### config.mk
export PLATFORM = sky130hd
export DESIGN_NAME = pwmg_top
export DESIGN_NICKNAME = d
export VERILOG_FILES = /design/src/verilog/pwmg_pkg.sv /design/src/verilog/pwmg_edge_shaper.sv /design/src/verilog/pwmg_top.sv
export SDC_FILE = /design/constraint.sdc
export NUM_CORES = 1
export LEC_CHECK = 0
export BUFFER_PORTS_ARGS = -buffer_cell sky130_fd_sc_hd__clkbuf_2
export CAP_MARGIN = 20
export CORE_UTILIZATION = 60
export DETAILED_ROUTE_END_ITERATION = 7
export HOLD_SLACK_MARGIN = 0.1
export PLACE_DENSITY = 0.77
export SYNTH_ARGS = -nofsm -noshare
export SYNTH_HDL_FRONTEND = slang
export SYNTH_SLANG_ARGS = --single-unit
### constraint.sdc
create_clock -name clk -period 5.87 [get_ports clk]
set_input_delay 0.8805 -clock clk [delete_from_list [all_inputs] [get_ports clk]]
set_output_delay 0.8805 -clock clk [all_outputs]
set_load 0.005 [all_outputs]
### src/verilog/pwmg_pkg.sv
/*
  pwmg_pkg: register map, field positions, reset values and shared types of the
  pwm generator mode control block.
  assumes a 32-bit classic wishbone bus with byte addresses on wb_adr_i.
*/
package pwmg_pkg;

    // register byte offsets
    localparam logic [7:0]  ADR_CTRL      = 8'h00;
    localparam logic [7:0]  ADR_PERIOD    = 8'h04;
    localparam logic [7:0]  ADR_DUTY      = 8'h08;
    localparam logic [7:0]  ADR_DEAD      = 8'h0c;
    localparam logic [7:0]  ADR_STATUS    = 8'h10;

    // control field positions
    localparam int          BIT_IUE       = 0;
    localparam int          BIT_CURRENT_LIMIT_PERIOD_RESET     = 1;
    localparam int          BIT_CAM       = 2;
    localparam int          BIT_TIME_BASE_SELECT      = 3;
    localparam int          BIT_POL       = 5;
    localparam int          DTM_LSB       = 6;
    localparam int          BIT_ITB       = 9;

    // status field positions
    localparam int          STS_DIR       = 16;
    localparam int          STS_HIGH      = 17;
    localparam int          STS_LOW       = 18;

    // reset values
    localparam logic [15:0] CTRL_RST      = 16'h0000;
    localparam logic [15:0] PERIOD_RST    = 16'hffff;
    localparam logic [15:0] DUTY_RST      = 16'h0000;
    localparam logic [15:0] DEAD_RST      = 16'h0000;

    // writable control bits; bits 4 and 8 and bits 10 to 15 read as zero
    localparam logic [15:0] CTRL_WMASK    = 16'h02ef;
    // center-aligned operation drops the three low bits
    localparam logic [15:0] CA_MASK       = 16'hfff8;

    typedef enum logic [1:0] {
        DTM_POS  = 2'b00,
        DTM_NEG  = 2'b01,
        DTM_OFF  = 2'b10,
        DTM_COMP = 2'b11
    } pwmg_dtm_t;

    typedef enum logic {
        DIR_UP   = 1'b0,
        DIR_DOWN = 1'b1
    } pwmg_dir_t;

    typedef struct packed {
        logic      independent_time_base_enable;
        pwmg_dtm_t dtm;
        logic      pol;
        logic      time_base_select;
        logic      center_align_enable;
        logic      current_limit_period_reset;
        logic      immediate_update;
    } pwmg_ctrl_t;

    // on-delay and off-delay of one output, in clock cycles
    typedef struct packed {
        logic [16:0] rise;
        logic [16:0] fall;
    } pwmg_shape_t;

endpackage

### src/verilog/pwmg_edge_shaper.sv
/*
  pwmg_edge_shaper: delays the rising and the falling edge of one level by
  programmable cycle counts; used once per pwm output.
  assumes in_lvl comes from logic on clk.
*/
`timescale 1ns/1ns
module pwmg_edge_shaper
    import pwmg_pkg::*;
#(
    parameter int W = 17
)
(
    // clock and reset
    input  wire logic         clk,
    input  wire logic         resetn,
    // level and edge delays
    input  wire logic         in_lvl,
    input  wire logic [W-1:0] rise_dly,
    input  wire logic [W-1:0] fall_dly,
    // shaped level
    output logic              out_lvl
);

    logic [W-1:0] cnt_ff;
    logic         out_ff;
    logic [W-1:0] dly_sel;

    assign dly_sel = in_lvl ? rise_dly : fall_dly;
    assign out_lvl = out_ff;

    // a pulse shorter than its delay is swallowed, so outputs never chatter
    always_ff @(posedge clk or negedge resetn)
    begin
        if (!resetn)
        begin
            out_ff <= 1'b0;
            cnt_ff <= '0;
        end
        else if (in_lvl != out_ff)
        begin
            if (cnt_ff >= dly_sel)
            begin
                out_ff <= in_lvl;
                cnt_ff <= '0;
            end
            else
            begin
                cnt_ff <= cnt_ff + 1'b1;
            end
        end
        else
        begin
            cnt_ff <= '0;
        end
    end
endmodule

### src/verilog/pwmg_top.sv
/*
  pwmg_top: mode control of one pwm generator with its time base, duty compare,
  dead-time shaping and a wishbone register slave.
  assumes master sync pulses come from logic on clk; comp_input and
  current_limit are asynchronous pins.
*/
`timescale 1ns/1ns
// Overview of operation
// - dead_time_mode 11 selects compensation, 10 no dead time, 01 negative dead time, 00 positive dead time.
// - with comp_polarity set, comp_input low shortens low_output and lengthens high_output, high does the reverse.
// - with comp_polarity clear, comp_input low shortens high_output and lengthens low_output, high does the reverse.
// - comp_polarity matters only while dead_time_mode is 11 and is ignored otherwise.
// - time_base_select set follows the secondary master time base if present, clear the primary one.
// - center_align_enable set gives center-aligned generation, clear gives edge-aligned generation.
// - center_align_enable acts only with independent_time_base_enable set, else edge alignment is used.
// - center-aligned operation ignores the three low bits of duty and dead time.
// - current_limit_period_reset lets the current-limit input reset an independent time base, else pins do not.
// - immediate_update set applies duty writes at once, clear applies them in step with the time base.
module pwmg_top
    import pwmg_pkg::*;
(
    // clock and reset
    input  wire logic        clk,
    input  wire logic        resetn,
    // wishbone slave
    input  wire logic        wb_cyc_i,
    input  wire logic        wb_stb_i,
    input  wire logic        wb_we_i,
    input  wire logic [7:0]  wb_adr_i,
    input  wire logic [3:0]  wb_sel_i,
    input  wire logic [31:0] wb_dat_i,
    output logic             wb_ack_o,
    output logic [31:0]      wb_dat_o,
    // master time bases
    input  wire logic        prim_tb_sync,
    input  wire logic        sec_tb_sync,
    input  wire logic        sec_tb_present,
    // pins
    input  wire logic        comp_input,
    input  wire logic        current_limit,
    output logic             high_output,
    output logic             low_output
);

    logic        ack_ff;
    logic [31:0] rdata_ff;
    logic [15:0] ctrl_ff;
    logic [15:0] period_ff;
    logic [15:0] duty_ff;
    logic [15:0] dead_ff;
    pwmg_ctrl_t  ctrl_act_ff;
    logic [15:0] duty_act_ff;
    logic [15:0] cnt_ff;
    pwmg_dir_t   dir_ff;
    logic        raw_ff;
    logic        comp_meta_ff;
    logic        comp_sync_ff;
    logic        cl_meta_ff;
    logic        cl_sync_ff;

    logic        wb_req;
    logic        wb_wr;
    logic [15:0] lane_mask;
    pwmg_ctrl_t  ctrl_wr;
    logic        center;
    logic        sel_sync;
    logic        cl_reset;
    logic        tb_restart;
    logic [15:0] duty_eff;
    logic [15:0] dt_eff;
    logic [16:0] dt_one;
    logic [16:0] dt_two;
    pwmg_shape_t shape_h;
    pwmg_shape_t shape_l;
    logic        high_lvl;
    logic        low_lvl;

    // register slave

    assign wb_req    = wb_cyc_i && wb_stb_i && !ack_ff;
    assign wb_wr     = wb_req && wb_we_i;
    assign lane_mask = {{8{wb_sel_i[1]}}, {8{wb_sel_i[0]}}};
    assign wb_ack_o  = ack_ff;
    assign wb_dat_o  = rdata_ff;

    assign ctrl_wr = '{independent_time_base_enable:   ctrl_ff[BIT_ITB],
                       dtm:   pwmg_dtm_t'(ctrl_ff[DTM_LSB+1:DTM_LSB]),
                       pol:   ctrl_ff[BIT_POL],
                       time_base_select:  ctrl_ff[BIT_TIME_BASE_SELECT],
                       center_align_enable:   ctrl_ff[BIT_CAM],
                       current_limit_period_reset: ctrl_ff[BIT_CURRENT_LIMIT_PERIOD_RESET],
                       immediate_update:   ctrl_ff[BIT_IUE]};

    // every access is answered one cycle later; unmapped reads give zero
    always_ff @(posedge clk or negedge resetn)
    begin
        if (!resetn)
        begin
            ack_ff <= 1'b0;
        end
        else
        begin
            ack_ff <= wb_req;
        end
    end

    always_ff @(posedge clk or negedge resetn)
    begin
        if (!resetn)
        begin
            rdata_ff <= 32'h0000_0000;
        end
        else if (wb_req && !wb_we_i)
        begin
            unique case (wb_adr_i)
                ADR_CTRL:   rdata_ff <= {16'h0000, ctrl_ff};
                ADR_PERIOD: rdata_ff <= {16'h0000, period_ff};
                ADR_DUTY:   rdata_ff <= {16'h0000, duty_ff};
                ADR_DEAD:   rdata_ff <= {16'h0000, dead_ff};
                ADR_STATUS: rdata_ff <= {13'h0000, low_output, high_output, dir_ff, cnt_ff};
                default:    rdata_ff <= 32'h0000_0000;
            endcase
        end
    end

    // writes land in the shadow copies on clk
    always_ff @(posedge clk or negedge resetn)
    begin
        if (!resetn)
        begin
            ctrl_ff   <= CTRL_RST;
            period_ff <= PERIOD_RST;
            duty_ff   <= DUTY_RST;
            dead_ff   <= DEAD_RST;
        end
        else if (wb_wr)
        begin
            unique case (wb_adr_i)
                ADR_CTRL:   ctrl_ff   <= (ctrl_ff & ~lane_mask) | (wb_dat_i[15:0] & lane_mask & CTRL_WMASK);
                ADR_PERIOD: period_ff <= (period_ff & ~lane_mask) | (wb_dat_i[15:0] & lane_mask);
                ADR_DUTY:   duty_ff   <= (duty_ff & ~lane_mask) | (wb_dat_i[15:0] & lane_mask);
                ADR_DEAD:   dead_ff   <= (dead_ff & ~lane_mask) | (wb_dat_i[15:0] & lane_mask);
                default:    ;
            endcase
        end
    end

    // pin synchronisers

    always_ff @(posedge clk or negedge resetn)
    begin
        if (!resetn)
        begin
            comp_meta_ff <= 1'b0;
            comp_sync_ff <= 1'b0;
            cl_meta_ff   <= 1'b0;
            cl_sync_ff   <= 1'b0;
        end
        else
        begin
            comp_meta_ff <= comp_input;
            comp_sync_ff <= comp_meta_ff;
            cl_meta_ff   <= current_limit;
            cl_sync_ff   <= cl_meta_ff;
        end
    end

    // time base

    assign center   = ctrl_act_ff.center_align_enable && ctrl_act_ff.independent_time_base_enable;
    assign sel_sync = (ctrl_act_ff.time_base_select && sec_tb_present) ? sec_tb_sync : prim_tb_sync;
    assign cl_reset = ctrl_act_ff.independent_time_base_enable && ctrl_act_ff.current_limit_period_reset && cl_sync_ff;

    always_comb
    begin
        if (!ctrl_act_ff.independent_time_base_enable)
        begin
            tb_restart = sel_sync;
        end
        else if (cl_reset || period_ff == 16'h0000)
        begin
            tb_restart = 1'b1;
        end
        else if (center)
        begin
            tb_restart = (dir_ff == DIR_DOWN) && (cnt_ff == 16'h0000);
        end
        else
        begin
            tb_restart = (cnt_ff >= period_ff);
        end
    end

    always_ff @(posedge clk or negedge resetn)
    begin
        if (!resetn)
        begin
            cnt_ff <= 16'h0000;
            dir_ff <= DIR_UP;
        end
        else if (tb_restart)
        begin
            cnt_ff <= 16'h0000;
            dir_ff <= DIR_UP;
        end
        else if (center && (dir_ff == DIR_DOWN || cnt_ff >= period_ff))
        begin
            cnt_ff <= cnt_ff - 16'h0001;
            dir_ff <= DIR_DOWN;
        end
        else
        begin
            cnt_ff <= cnt_ff + 16'h0001;
        end
    end

    // mode fields change only at a time-base boundary so a period never mixes modes
    always_ff @(posedge clk or negedge resetn)
    begin
        if (!resetn)
        begin
            ctrl_act_ff <= '0;
        end
        else if (tb_restart)
        begin
            ctrl_act_ff <= ctrl_wr;
        end
    end

    // immediate update tracks the shadow at once, otherwise duty waits for the boundary
    always_ff @(posedge clk or negedge resetn)
    begin
        if (!resetn)
        begin
            duty_act_ff <= DUTY_RST;
        end
        else if (tb_restart || ctrl_wr.immediate_update)
        begin
            duty_act_ff <= duty_ff;
        end
    end

    // compare and dead time

    assign duty_eff = center ? (duty_act_ff & CA_MASK) : duty_act_ff;
    assign dt_eff   = center ? (dead_ff & CA_MASK) : dead_ff;
    assign dt_one   = {1'b0, dt_eff};
    assign dt_two   = {dt_eff, 1'b0};

    always_ff @(posedge clk or negedge resetn)
    begin
        if (!resetn)
        begin
            raw_ff <= 1'b0;
        end
        else
        begin
            raw_ff <= (cnt_ff < duty_eff);
        end
    end

    // compensation puts the whole dead interval on the shortened output's rising edge
    always_comb
    begin
        shape_h = '0;
        shape_l = '0;
        unique case (ctrl_act_ff.dtm)
            DTM_POS:
            begin
                shape_h.rise = dt_one;
                shape_l.rise = dt_one;
            end
            DTM_NEG:
            begin
                shape_h.fall = dt_one;
                shape_l.fall = dt_one;
            end
            DTM_OFF:
            begin
                shape_h = '0;
                shape_l = '0;
            end
            DTM_COMP:
            begin
                if (ctrl_act_ff.pol == comp_sync_ff)
                begin
                    shape_h.rise = dt_two;
                end
                else
                begin
                    shape_l.rise = dt_two;
                end
            end
        endcase
    end

    pwmg_edge_shaper #(.W(17)) u_high
    (
        .clk      (clk),
        .resetn   (resetn),
        .in_lvl   (raw_ff),
        .rise_dly (shape_h.rise),
        .fall_dly (shape_h.fall),
        .out_lvl  (high_lvl)
    );

    pwmg_edge_shaper #(.W(17)) u_low
    (
        .clk      (clk),
        .resetn   (resetn),
        .in_lvl   (!raw_ff),
        .rise_dly (shape_l.rise),
        .fall_dly (shape_l.fall),
        .out_lvl  (low_lvl)
    );

    assign high_output = high_lvl;
    assign low_output  = low_lvl;
endmodule
==> metrics.txt <==
Initial Utilization=62.0%; asr flop ratio synth=100%; DR iter-0 viols=625; most frequent cells after synthesis=149 x dfrtp_1, 94 x nor2_1, 84 x ha_1, 65 x nand2_1, 47 x inv_1; switching power=0.650 mW; cts repair resizes=0; die area=0.0164 sq mm; Crit Path Category=register to register; pin count of the biggest net entering global routing=85; peak fanout along the critical path=17; Worst-path clk slew=0.06 ns; leakage power=5.02 nW; Synth Register Bits=165; Max IR drop VDD=0.231 mV; GR Util met2=46.9%; Pint=1.90 mW; CTS Sinks=165; DP Wirelength=15700 microns; most common cell in the synthesized netlist=dfrtp_1; CP top delay family=compound AO/OA/AOI/OAI gates; EDFF count, synth=0; Post-Route Setup TNS=0 ns; sequential cell area=0.00415 sq mm; FILL cells=1185; post-route design area=0.0105 sq mm; synth unique cells=68; met1 track demand over resource=37.7%; Top Usage Layer GRT=met2; Global Route Usage Sum=28.4%; fmax=234 MHz; Hold Crit Class=primary input to async pin; Layout Nets=1100; switching part of the total=25.5%; Core Area=0.0154 sq mm; postcts setup bufs=0; Routability Congestion=0.859; Reg power frac=48.2%; # setup viols final=0; status=finished, final reports clean; final hold vios=0; clk root buf=clkbuf_16; WL final=21900 microns; ratio of cells with drive above 1 in the final layout=19.3%; GRT overflow=0; peak per-stage delay on the critical path=0.83 ns; mapped cell area=0.00953 sq mm; CTS tree=built; ANT nets after route=0; first-pass GRT wire length=35200 microns; pre-CTS WS=1.66 ns; total number of vias=7114; Pre-antenna DRT Iters=6; Die Wd=128 microns; Synth Warn #=0; clock share of power=42.4%; Most used DFF post-synth=dfrtp_1; Hold WS=0.339 ns; Syn-to-layout area delta=10.0%; initial antenna violation count=0; Worst Path Buf+Inv=1; critical path launch point type=register; hold buffer count at cts=0; Via density=6.00; Tcrit/Tclk final=72.8%; Tightest Pin Transition=1.02 ns; Final min period=4.27 ns; Syn Area/Cell=10.5 sq um; RSZ-0062 raised after global routing=false; Slew headroom=31.9%; Mapped Cells=910; vias in the first global route=6696; largest cells by area after synthesis=dfrtp_1 39%, ha_1 11%, mux2_2 5.4%; post-synth top area cell=dfrtp_1; Worst Path Required=6.14 ns; Pwr Total=2.55 mW; Pwr Density=244 mW/mm^2; Seq/Total Area, Yosys=43.6%; CP endpoint kind=register; clk_lat worst skew=0.43 ns; Gate power share=9.4%; Inserted Diodes=0; # DRC=0; IO buf count=57; FP Rows=45; critical path's slowest cell=nor3_2; Crit path arrival time=4.54 ns; maximum buffer depth of the clock tree=2; Max-Cap Viols=0; Final Skew=0.00930 ns; WL/cell=18.5 microns; placed inst area=0.00988 sq mm; Boundary Pins=89; area share of the largest cell type after synthesis=39.1%; area occupied by multi-input gates=0.00496 sq mm; cells along the critical path=inv_1, ha_1, nand2b_1, o21ai_1, a22oi_1, ha_1, a21o_1, a21o_1, a21oi_1, o21ai_0, a2111oi_1, nor3_2, nor2_1; die height=128 microns; GR Util met3=5.13%; number of buffers created by CTS=17; final worst slack=1.60 ns; fin. max-slew vios=0; Clock H-tree levels=4
[logic make-up after synthesis]
logic type / count (synthesis) / share of synthesized area, %
other: 1 / 0.0394
XOR/XNOR: 46 / 4.39
multiplexers: 63 / 8.07
flip-flops: 165 / 43.6
buffers and inverters: 91 / 4.99
AND/OR/NAND/NOR: 262 / 13.2
AO/OA/AOI/OAI: 197 / 14.5
adder cells (fa/ha/maj): 85 / 11.2
[metrics by stage]
stage,util [%],cells
floorplan,-,922
global placement,64.2,1151
detailed placement,64.2,1151
CTS,67.9,1183
global route,68.2,1185
finish,68.2,1185
[worst paths after layout]
| check | startpoint | endpoint | slack, ns | depth (start not counted) |
|---|---|---|---|---|
| setup reg to reg | ctrl_act_ff[5] | u_low.cnt_ff[16] | 1.60 | 13 |
| hold reg to reg | comp_meta_ff | comp_sync_ff | 0.35 | 0 |
| min in group clk | comp_meta_ff | comp_sync_ff | 0.35 | 0 |
| setup / recovery | ctrl_act_ff[5] | u_low.cnt_ff[16] | 1.60 | 13 |
| max in group asynchronous | resetn | async pin | 4.59 | 3 |
| hold / removal | resetn | u_high.cnt_ff[6] | 0.34 | 1 |
[power by group through the flow]
stage | registers, mW | logic, mW | clock network, mW
after floorplan | 1.23 | 0.150 | 0
after global placement | 1.25 | 0.226 | 0
after detailed placement | 1.25 | 0.233 | 0
after CTS | 1.23 | 0.235 | 1.10
after global routing | 1.24 | 0.267 | 1.15
final | 1.23 | 0.239 | 1.08
[routing by layer]
layer	wire length, microns	part of all wire (%)	up-vias
met3	996	4.6	43
met2	10700	49	211
met1	9670	44	3487
li1	-	-	3373
met4	532	2.4	0
met5	0	0	-
[cells in the final DEF (no fill, tap or decap), types with 3 or more instances in the layout]
cell and count:
dfrtp_1 149, nor2_1 94, ha_1 84, nand2_1 65, clkbuf_2 56, inv_1 47, mux2_2 46, a22oi_1 40
o21ai_0 34, a21oi_1 31, nand3_1 27, xor2_1 23, xnor2_1 22, a21o_1 20, a31oi_1 20, clkbuf_16 17
a222oi_1 16, mux2_4 16, dfstp_2 16, nor2b_1 15, nand4_1 14, conb_1 13, and3_1 9, nor4_1 7
nand2b_1 6, buf_4 6, a211oi_1 5, a22o_1 4, nor3_1 4, clkbuf_1 4, o21ai_1 3, and4_1 3
nor3_2 3, o211ai_1 3, clkinvlp_4 3
[area by class of cell]
type | instances | share of cell area [%]
clock inverter | 11 | 1.22
inverter | 47 | 1.68
clock buffer | 21 | 4.20
timing repair buffer | 64 | 3.47
tap | 211 | 2.52
sequential | 165 | 39.6
multi-input combinational | 666 | 47.3
Note: power is estimated with default switching activity, not from simulation.
